--- src/rtl/power_seq_pkg.sv ---
// Purpose: constants for the reader power-mode sequencer
// Assumes: 100 MHz clk, APB register access, one aligned word per register
// Notes: cycle counts scale with CLK_MHZ; rules follow
// Contract
// main enable runs regulators, oscillator, fast clock
// sleep keeps rail and slow clock only
// wake rising edge starts supplies like enable
// no enable within window: back to power down
// wake start stays active while enable high
// fast clock only after settle and stable
// host spaces enable and wake edges apart
// host never raises both pins together
// active mode picked by status control bits
// standby bit: radio off, clock kept
// bits five and one clear: mode one
// bit one: receiver only, transmitter off
// bit five: transmitter and receiver on
// fast clock up means ready for host
// bit zero picks supply, five volt default
// bit four halves transmitter output power
package power_seq_pkg;
    // register byte addresses
    localparam logic [7:0] CSC_ADDR = 8'h00;
    localparam logic [7:0] STATUS_ADDR = 8'h04;
    // status control field positions
    localparam int CSC_SUPPLY5_BIT = 0;
    localparam int CSC_RXONLY_BIT = 1;
    localparam int CSC_RXSWAP_BIT = 3;
    localparam int CSC_HALF_BIT = 4;
    localparam int CSC_RFON_BIT = 5;
    localparam int CSC_STANDBY_BIT = 7;
    localparam logic [7:0] CSC_RESET = 8'h01; // five volt supply after reset
    // timing
    localparam int CLK_MHZ = 100;
    localparam int WAKE_WINDOW_US = 100;
    localparam int STANDBY_RECOVER_US = 100;
    localparam int MODE1_RECOVER_US = 25;
    localparam int WAKE_WINDOW_CYCLES = WAKE_WINDOW_US * CLK_MHZ;
    localparam int STANDBY_RECOVER_CYCLES = STANDBY_RECOVER_US * CLK_MHZ;
    localparam int MODE1_RECOVER_CYCLES = MODE1_RECOVER_US * CLK_MHZ;
    localparam int CNT_W = 16;
    // sequencer states
    typedef enum logic [2:0] {
        PowerDown,
        Sleep,
        Startup,
        WakeWait,
        Active
    } seq_state_t;
endpackage

--- src/rtl/reader_power_mode_sequencer.sv ---
// Purpose: power-state sequencer for a 13.56 MHz reader front end
// Assumes: pins and analog ready flags are asynchronous; APB master on clk
// Notes: status control at 0x00, read-only status at 0x04; zero-wait slave
`timescale 1ns/1ps
`default_nettype none
module reader_power_mode_sequencer #(
    parameter int WAKE_CYCLES = power_seq_pkg::WAKE_WINDOW_CYCLES,
    parameter int STBY_CYCLES = power_seq_pkg::STANDBY_RECOVER_CYCLES
) (
    input wire logic clk,
    input wire logic rst_b,
    // enable pins and analog ready flags
    input wire logic mainEnablePin,
    input wire logic wakeEnablePin,
    input wire logic regulatorsSettled,
    input wire logic oscillatorStable,
    // apb slave
    input wire logic psel,
    input wire logic penable,
    input wire logic pwrite,
    input wire logic [7:0] paddr,
    input wire logic [31:0] pwdata,
    output logic [31:0] prdata,
    output logic pready,
    output logic pslverr,
    // power and clock controls
    output logic regulatorEnable,
    output logic oscillatorEnable,
    output logic hostRailEnable,
    output logic hostClockAuxOn,
    output logic hostClockHfOn,
    output logic transmitterEnable,
    output logic receiverEnable,
    output logic halfPower,
    output logic supplyFiveVolt,
    output logic rxInputSwap
);
    localparam logic [power_seq_pkg::CNT_W-1:0] WAKE_LAST =
        power_seq_pkg::CNT_W'(WAKE_CYCLES - 1);
    localparam logic [power_seq_pkg::CNT_W-1:0] STBY_LOAD =
        power_seq_pkg::CNT_W'(STBY_CYCLES);
    localparam logic [power_seq_pkg::CNT_W-1:0] M1_LOAD =
        power_seq_pkg::CNT_W'(power_seq_pkg::MODE1_RECOVER_CYCLES);

    // two-stage synchronisers for pins and analog flags
    logic [3:0] syncA; // first stage, read by syncB only
    logic [3:0] syncB; // settled copies
    logic wakePrev; // last settled wake level
    wire mainEn = syncB[0];
    wire wakeEn = syncB[1];
    wire regOk = syncB[2];
    wire oscOk = syncB[3];
    wire wakeRise = wakeEn & ~wakePrev;

    always_ff @(posedge clk or negedge rst_b) begin
        if (!rst_b) begin
            syncA <= 4'h0;
            syncB <= 4'h0;
            wakePrev <= 1'b0;
        end else begin
            syncA <= {oscillatorStable, regulatorsSettled, wakeEnablePin, mainEnablePin};
            syncB <= syncA;
            wakePrev <= syncB[1];
        end
    end

    // sequencer state and counters
    power_seq_pkg::seq_state_t state; // current power state
    power_seq_pkg::seq_state_t next_state;
    logic fromWake; // start-up was launched by the wake pin
    logic [power_seq_pkg::CNT_W-1:0] wakeCnt; // cycles spent in WakeWait since fast clock came up
    logic [power_seq_pkg::CNT_W-1:0] recoverCnt; // radio recovery countdown
    logic [7:0] csc; // status control register

    wire settled = regOk & oscOk;
    wire wakeExpired = (wakeCnt == WAKE_LAST);
    wire idleTarget = wakeEn; // where a dropped enable lands

    // next-state decode
    always_comb begin
        next_state = state;
        unique case (state)
            power_seq_pkg::PowerDown: begin
                // either pin starts the supplies
                if (mainEn || wakeRise) begin
                    next_state = power_seq_pkg::Startup;
                end
            end
            power_seq_pkg::Sleep: begin
                if (mainEn) begin
                    next_state = power_seq_pkg::Startup;
                end else if (!wakeEn) begin
                    next_state = power_seq_pkg::PowerDown;
                end
            end
            power_seq_pkg::Startup: begin
                // enable-launched start aborts if enable drops
                if (!fromWake && !mainEn) begin
                    next_state = idleTarget ? power_seq_pkg::Sleep : power_seq_pkg::PowerDown;
                end else if (settled) begin
                    // fast clock only once supplies and crystal are good
                    next_state = mainEn ? power_seq_pkg::Active : power_seq_pkg::WakeWait;
                end
            end
            power_seq_pkg::WakeWait: begin
                if (mainEn) begin
                    next_state = power_seq_pkg::Active;
                end else if (wakeExpired) begin
                    next_state = power_seq_pkg::PowerDown;
                end
            end
            power_seq_pkg::Active: begin
                // stays up exactly as long as enable is held
                if (!mainEn) begin
                    next_state = idleTarget ? power_seq_pkg::Sleep
                        : power_seq_pkg::PowerDown;
                end
            end
        endcase
    end

    // state register and wake-window counter
    always_ff @(posedge clk or negedge rst_b) begin
        if (!rst_b) begin
            state <= power_seq_pkg::PowerDown;
            fromWake <= 1'b0;
            wakeCnt <= '0;
        end else begin
            state <= next_state;
            if (state != power_seq_pkg::Startup && next_state == power_seq_pkg::Startup) begin
                fromWake <= ~mainEn;
            end
            // counts only while waiting for the host after a wake start
            wakeCnt <= (state == power_seq_pkg::WakeWait) ? wakeCnt + 1'b1 : '0;
        end
    end

    // active-mode decode of the status control bits
    wire isActive = (state == power_seq_pkg::Active);
    wire standby = csc[power_seq_pkg::CSC_STANDBY_BIT];
    wire rfOn = csc[power_seq_pkg::CSC_RFON_BIT];
    wire rxOnly = csc[power_seq_pkg::CSC_RXONLY_BIT];
    wire wantRx = isActive & ~standby & (rfOn | rxOnly);
    wire wantTx = isActive & ~standby & rfOn;
    wire recovering = (recoverCnt != '0);
    wire hfUp = isActive | (state == power_seq_pkg::WakeWait);
    wire auxUp = (state == power_seq_pkg::Sleep) | (state == power_seq_pkg::Startup);

    // radio recovery: standby and mode 1 each have their own wake delay
    logic wasStandby; // radio was parked in standby
    always_ff @(posedge clk or negedge rst_b) begin
        if (!rst_b) begin
            recoverCnt <= '0;
            wasStandby <= 1'b0;
        end else begin
            wasStandby <= isActive & standby;
            if (!isActive) begin
                recoverCnt <= '0;
            end else if (standby) begin
                recoverCnt <= STBY_LOAD;
            end else if (!(rfOn | rxOnly)) begin
                // mode 1 keeps bias warm, so the shorter delay applies
                recoverCnt <= wasStandby ? STBY_LOAD : M1_LOAD;
            end else if (recovering) begin
                recoverCnt <= recoverCnt - 1'b1;
            end
        end
    end

    // output flops: every pin control comes straight from a register
    always_ff @(posedge clk or negedge rst_b) begin
        if (!rst_b) begin
            regulatorEnable <= 1'b0;
            oscillatorEnable <= 1'b0;
            hostRailEnable <= 1'b0;
            hostClockAuxOn <= 1'b0;
            hostClockHfOn <= 1'b0;
            transmitterEnable <= 1'b0;
            receiverEnable <= 1'b0;
            halfPower <= 1'b0;
            supplyFiveVolt <= 1'b1;
            rxInputSwap <= 1'b0;
        end else begin
            regulatorEnable <= hfUp | (state == power_seq_pkg::Startup);
            oscillatorEnable <= hfUp | (state == power_seq_pkg::Startup);
            hostRailEnable <= (state != power_seq_pkg::PowerDown);
            hostClockAuxOn <= auxUp;
            hostClockHfOn <= hfUp;
            transmitterEnable <= wantTx & ~recovering;
            receiverEnable <= wantRx & ~recovering;
            halfPower <= wantTx & csc[power_seq_pkg::CSC_HALF_BIT];
            supplyFiveVolt <= csc[power_seq_pkg::CSC_SUPPLY5_BIT];
            rxInputSwap <= csc[power_seq_pkg::CSC_RXSWAP_BIT];
        end
    end

    // apb decode: answer is registered, so access phase lasts one cycle
    wire setup = psel & ~penable;
    wire access = psel & penable & pready;
    wire hitCsc = (paddr == power_seq_pkg::CSC_ADDR);
    wire hitStatus = (paddr == power_seq_pkg::STATUS_ADDR);
    wire mapped = hitCsc | hitStatus;
    wire wrCsc = access & pwrite & hitCsc & ~pslverr;
    wire [31:0] statusWord = {21'h00000, recovering, transmitterEnable, receiverEnable,
        hostClockHfOn, hostClockAuxOn, hostRailEnable, fromWake, 1'b0, state};
    wire [31:0] readWord = hitCsc ? {24'h000000, csc} : (hitStatus ? statusWord : 32'h00000000);

    // bus answer and register write
    always_ff @(posedge clk or negedge rst_b) begin
        if (!rst_b) begin
            pready <= 1'b0;
            pslverr <= 1'b0;
            prdata <= 32'h00000000;
            csc <= power_seq_pkg::CSC_RESET;
        end else begin
            pready <= setup;
            pslverr <= setup & ~mapped;
            prdata <= (setup & ~pwrite) ? readWord : 32'h00000000;
            // host programs the mode once the fast clock is up
            if (wrCsc) begin
                csc <= pwdata[7:0];
            end
        end
    end
endmodule // reader_power_mode_sequencer
`default_nettype wire

--- config.mk ---
export PLATFORM = sky130hd
export DESIGN_NAME = reader_power_mode_sequencer
export DESIGN_NICKNAME = d
export VERILOG_FILES = /design/src/rtl/power_seq_pkg.sv /design/src/rtl/reader_power_mode_sequencer.sv
export SDC_FILE = /design/constraint.sdc
export NUM_CORES = 1
export LEC_CHECK = 0
export BUFFER_PORTS_ARGS = -buffer_cell sky130_fd_sc_hd__buf_2
export CORE_MARGIN = 2
export CORE_UTILIZATION = 45
export CTS_CLUSTER_SIZE = 16
export DETAILED_ROUTE_END_ITERATION = 12
export GPL_TIMING_DRIVEN = 1
export PLACE_DENSITY = 0.71
export SETUP_SLACK_MARGIN = 0.1
export SYNTH_ARGS = -nofsm -noshare
export SYNTH_HDL_FRONTEND = slang
export SYNTH_SLANG_ARGS = --single-unit
export TNS_END_PERCENT = 30
--- constraint.sdc ---
create_clock -name clk -period 2.2 [get_ports clk]
set_input_delay 0.44 -clock clk [delete_from_list [all_inputs] [get_ports clk]]
set_output_delay 0.44 -clock clk [all_outputs]
set_load 0.01 [all_outputs]
Word-level counts from Yosys, hierarchy flattened
Index checks and enable logic that the tools add are counted.
- bits in registers: 76
- input port bits: 49
- word-level logic and storage cells: 91
- add/sub/neg operators: 2
- equality and inequality tests: 9
- multiplexer cells: 20
- bitwise logic cells: 30
- reductions and logical operators: 9
- operators with widths (operator ; count):
    16-bit 2-to-1 mux ; 5
    11-bit 2-to-1 mux ; 3
    3-bit 2-to-1 mux ; 9
    1-bit AND ; 17
    16-bit by 1-bit adder with 16-bit output, second input constant ; 1
    16-bit by 14-bit == test with 1-bit output, second input constant ; 1
    16-bit nonzero test ; 1
    16-bit by 1-bit subtractor with 16-bit output, second input constant ; 1
    3-bit one-hot mux with 5 select lines ; 1
    14-bit 2-to-1 mux ; 1
    3-bit by 2-bit == test with 1-bit output, second input constant ; 3
    8-bit by 3-bit == test with 1-bit output, second input constant ; 1
    8-bit logical NOT ; 1
    1-bit inverter ; 8
    1-bit bitwise OR ; 5
    4-bit != test, second input constant ; 1
    3-bit by 1-bit == test with 1-bit output, second input constant ; 1
    3-bit == test, second input constant ; 1
    3-bit logical NOT ; 1
    3-bit by 2-bit != test with 1-bit output, second input constant ; 1
    3-bit nonzero test ; 1
    1-bit logical AND ; 2
    1-bit logical NOT ; 2
    1-bit logical OR ; 1
    1-bit 2-to-1 mux ; 1

Longest topological paths before layout
- depth after elaboration: 7
- mapped depth: 7
- mapped depth without buffers: 7

Least setup slack after synthesis
No wires, ideal clock.
- kind: input -> register
- start point: in paddr[5]
- end point: reg csc[1]
- setup time: 125 ps
- arrival time: 1899 ps
- slack: 176 ps
- stages on the path: 4
- buffers on the path: 0
- path through: or4_1 > nor4_2 > nand4b_1 > mux2_2
- word-level cells in the longest chain between the ends: 3
- RTL lines (element ; RTL line ; RTL):
    from (decl) ; reader_power_mode_sequencer.sv:21 ; input wire logic [7:0] paddr,
    8-bit logical NOT ; reader_power_mode_sequencer.sv:200 ; wire hitCsc = (paddr == power_seq_pkg::CSC_ADDR);
    1-bit AND (2 in a row) ; reader_power_mode_sequencer.sv:203 ; wire wrCsc = access & pwrite & hitCsc & ~pslverr;
    to (signal assigned) ; reader_power_mode_sequencer.sv:214 ; csc <= power_seq_pkg::CSC_RESET;
    to (signal assigned) ; reader_power_mode_sequencer.sv:221 ; csc <= pwdata[7:0];
    to (decl) ; reader_power_mode_sequencer.sv:73 ; logic [7:0] csc;
No other way between the ends.
A chain may end at the register's enable or synchronous reset.

Worst setup path after layout
- start point: reg recoverCnt[6] (netlist bit)
- end point: reg recoverCnt[15] (netlist bit)
- word-level cells in the longest chain between the ends: 5
- RTL lines (element ; RTL line ; RTL):
    from (decl) ; reader_power_mode_sequencer.sv:72 ; logic [power_seq_pkg::CNT_W-1:0] recoverCnt;
    from (signal assigned) ; reader_power_mode_sequencer.sv:163 ; recoverCnt <= wasStandby ? STBY_LOAD : M1_LOAD;
    from (signal assigned) ; reader_power_mode_sequencer.sv:165 ; recoverCnt <= recoverCnt - 1'b1;
    16-bit by 1-bit subtractor with 16-bit output ; reader_power_mode_sequencer.sv:165 ;
    16-bit 2-to-1 mux ; reader_power_mode_sequencer.sv:164 ; end else if (recovering) begin
    16-bit 2-to-1 mux ; reader_power_mode_sequencer.sv:161 ; end else if (!(rfOn | rxOnly)) begin
    16-bit 2-to-1 mux ; reader_power_mode_sequencer.sv:159 ; end else if (standby) begin
    16-bit 2-to-1 mux ; reader_power_mode_sequencer.sv:157 ; if (!isActive) begin
Parallel ways exist; a longest one is shown, timed or not. The select of a mux whose other input is x is not followed.

==> results.yml <==
run_status:
  status: "finished clean"
sta:
  worstMarginPinSlew_ns: 0.546
  fmax_ghz: 0.499
  hold_viol_final: 0
  finClkSkew_ns: 0.00851
  drv_slew: 0
  setup_violations: 0
  rsz0062_at_grt: "no"
  setup_tns_ns: 0
  hold-worst-slack_ns: 0.0267
  min_period_ns: 2.01
  maxSlewHeadroom: 0.635
  fin_crit_sh: 0.912
setup_path:
  endpoint_kind: "flop"
  cp_max_fo: 5
  r2r_setup_slack_ns: 0.19
  cp_slowest_cell: "or4b_1"
  critPathKind: "flop to flop"
  cpPeakStageDelay_ns: 0.53
  critical_path_arrival_ns: 2.28
  crit_chain: "nor4_4 > nand3_2 > or4b_1 > or3_1 > a21oi_1"
  worstPathRequired_ns: 2.47
  worst-r2r-cell-count: 5
  start_kind: "flop"
  rr_startpoint: "recoverCnt[6]"
  regToRegEndpoint: "recoverCnt[15]"
floorplan:
  fp.coreArea_mm2: 0.00765
  die_w_um: 92.3
  rows: 32
  io_pins: 93
  die_y_um: 92.3
  die_area_mm2: 0.00851
  initial_core_util: 0.458
global_route:
  grt_max_degree: 33
  antenna_found_initial: 0
  gr-total-overflow: 0
  grt_pass1_wl_um: 11400
  grt_pass1_vias: 2611
  grt_usage: 0.170
synth:
  ys_ff_latch: 76
  yosys_warnings: 0
  synth_mux_area_frac: 0.0289
  synth_flop_cell: "dfrtp_1"
  synthTopCellsByCount: "dfrtp_1, nor2_1, buf_4"
  synth_area_leader_cell: "dfrtp_1"
  postSynthCellCount: 327
  synth_top_family_by_area: "simple AND/OR/NAND/NOR gates"
  yosys.cell_count.top_type: "dfrtp_1"
  ys_async_sr_fraction: 1.00
  ys_types: 51
  synth_compound_area_frac: 0.0892
  synthSimpleGateAreaFrac: 0.204
  yosysTopAreaCellShare: 0.528
  ys_seq_area_frac: 0.543
  synth_area_leaders: "dfrtp_1, buf_4, nor2_1"
  syn_area_mm2: 0.00351
  syn_area_per_cell_um2: 10.7
  synth_xor_area_frac: 0.0550
  synth_fa_ha_area_frac: 0.0107
  synth-edff-count: 0
clocking:
  htree_levels: 3
  cts_tree: "done"
  clockRootBuffer: "clkbuf_8"
  clock_latency_ns: 0.34
  clock_sink_count: 76
  clkTransAtPathRegs_ns: 0.08
  postCtsHoldBufs: 0
  numCtsBuffers: 9
  cts_buffer_depth: 2
min_path:
  hp-class: "input port to asynchronous set/reset pin"
drt:
  routed_wl_um: 6630
  vias_per_cell: 5.14
  route.vias.total: 2542
  drcViolationCount: 0
  drt-initial-drc-count: 117
  drtPass1Iterations: 4
  ant_nets: 0
  wl_per_cell_um: 13.4
cells_and_area:
  layout-drive-gt1-share: 0.257
  antennaDiodeCount: 0
  area_growth_pct: 16.5
  num-nets-final: 440
  fill_cells: 679
  final_util: 0.534
  fin_cells: 495
power_and_ir_drop:
  leakage_nw: 2.00
  power_density_mw_per_mm2: 900
  vdd_drop_max_mv: 0.520
flow_run:
  drv_cap: 0
placed_design:
  dp_hpwl_um: 4850
  gp_congestion: 0.886
  portBuffers: 47
  placedCellCount: 479
==> per-stage QoR <==
step / setup slack [ns] / power, mW / area [µm²]
after global placement: 0.199 / 2.58 / 3870
after CTS: 0.133 / 3.69 / 4080
after global routing: 0.108 / 3.92 / 4090
after detailed placement: 0.149 / 2.60 / 3870
final: 0.194 / 3.68 / 4090
after floorplan: 0.176 / 2.31 / 3580
==> routing by layer <==
| metal | routed length [µm] | vias to the layer above | global-route usage |
|---|---|---|---|
| met5 | 0 | - | 0 |
| met2 | 3360 | 61 | 0.286 |
| met4 | 124 | 0 | 0.0970 |
| li1 | - | 1225 | - |
| met1 | 2880 | 1243 | 0.203 |
| met3 | 266 | 13 | 0.0378 |
==> logic make-up after synthesis <==
group,after synthesis
other,1
muxes,9
and+or+nand+nor,128
AOI/OAI and AO/OA,47
DFF,76
xor gates and xnor gates,22
buffers and inverters,41
adders and majority gates,3
==> flip-flops by register name, indices dropped and copies added, names as in the netlist, 3 cells and up <==
register,flops
recoverCnt,16
prdata,11
syncA,4
csc,8
syncB,4
state,3
wakeCnt,16
==> repair_timing <==
action                                  4_1_cts  5_1_grt
resized for setup                             0        2
endpoints found under the hold margin         0        0
endpoints found under the setup margin        0        6
buffers inserted                              0        0
==> worst max-delay path by stage <==
stage          slack (ns)     startpoint  cells after the start        endpoint
6_report             0.19  recoverCnt[6]                      5  recoverCnt[15]
3_5_place_dp         0.15  recoverCnt[4]                      4  recoverCnt[10]
4_1_cts              0.13  recoverCnt[4]                      4  recoverCnt[10]
5_1_grt              0.11  recoverCnt[6]                      5  recoverCnt[15]
3_3_place_gp         0.20  recoverCnt[4]                      4  recoverCnt[13]
2_1_floorplan        0.18       paddr[5]                      4          csc[1]
==> power breakdown <==
part           switching, mW  internal, mW
Clock                  0.517         0.562
Combinational          0.557         0.435
Sequential             0.108          1.50
Total                   1.18          2.49
==> final cells by class <==
type                       count  area (µm²)  area share
sequential                    76        1900       0.466
multi-input combinational    230        1450       0.355
timing repair buffer          62         363      0.0888
clock buffer                  10         138      0.0337
tap                          102         128      0.0312
clock inverter                 6        70.1      0.0172
inverter                       9        33.8     0.00827
==> critical path, delay by kind of cell, from the launching register on <==
| family | cells | cell delay, ns |
|---|---|---|
| and+or+nand+nor | 4 | 1.33 |
| DFF | 1 | 0.47 |
| AOI/OAI and AO/OA | 1 | 0.14 |
==> layout by cell type (no fill, tap or decap), types with 4 or more instances in the layout <==
cell type | netlist | final
xor2_1 | 14 | 14
a31oi_1 | 4 | 4
o21ai_0 | 6 | 6
dfrtp_1 | 74 | 74
nand2b_1 | 4 | 4
nor2_1 | 36 | 36
clkbuf_8 | 0 | 10
nand4_1 | 6 | 6
buf_2 | 0 | 46
or3_1 | 8 | 7
and3_1 | 5 | 5
nand3_1 | 10 | 10
nand2_1 | 21 | 21
mux2_2 | 9 | 9
buf_4 | 22 | 15
inv_1 | 9 | 9
a22o_1 | 7 | 7
xnor2_1 | 8 | 8
and2_1 | 5 | 5
a21oi_1 | 15 | 15
conb_1 | 1 | 21
nor3_1 | 6 | 6
(Power assumes the default switching activity.)
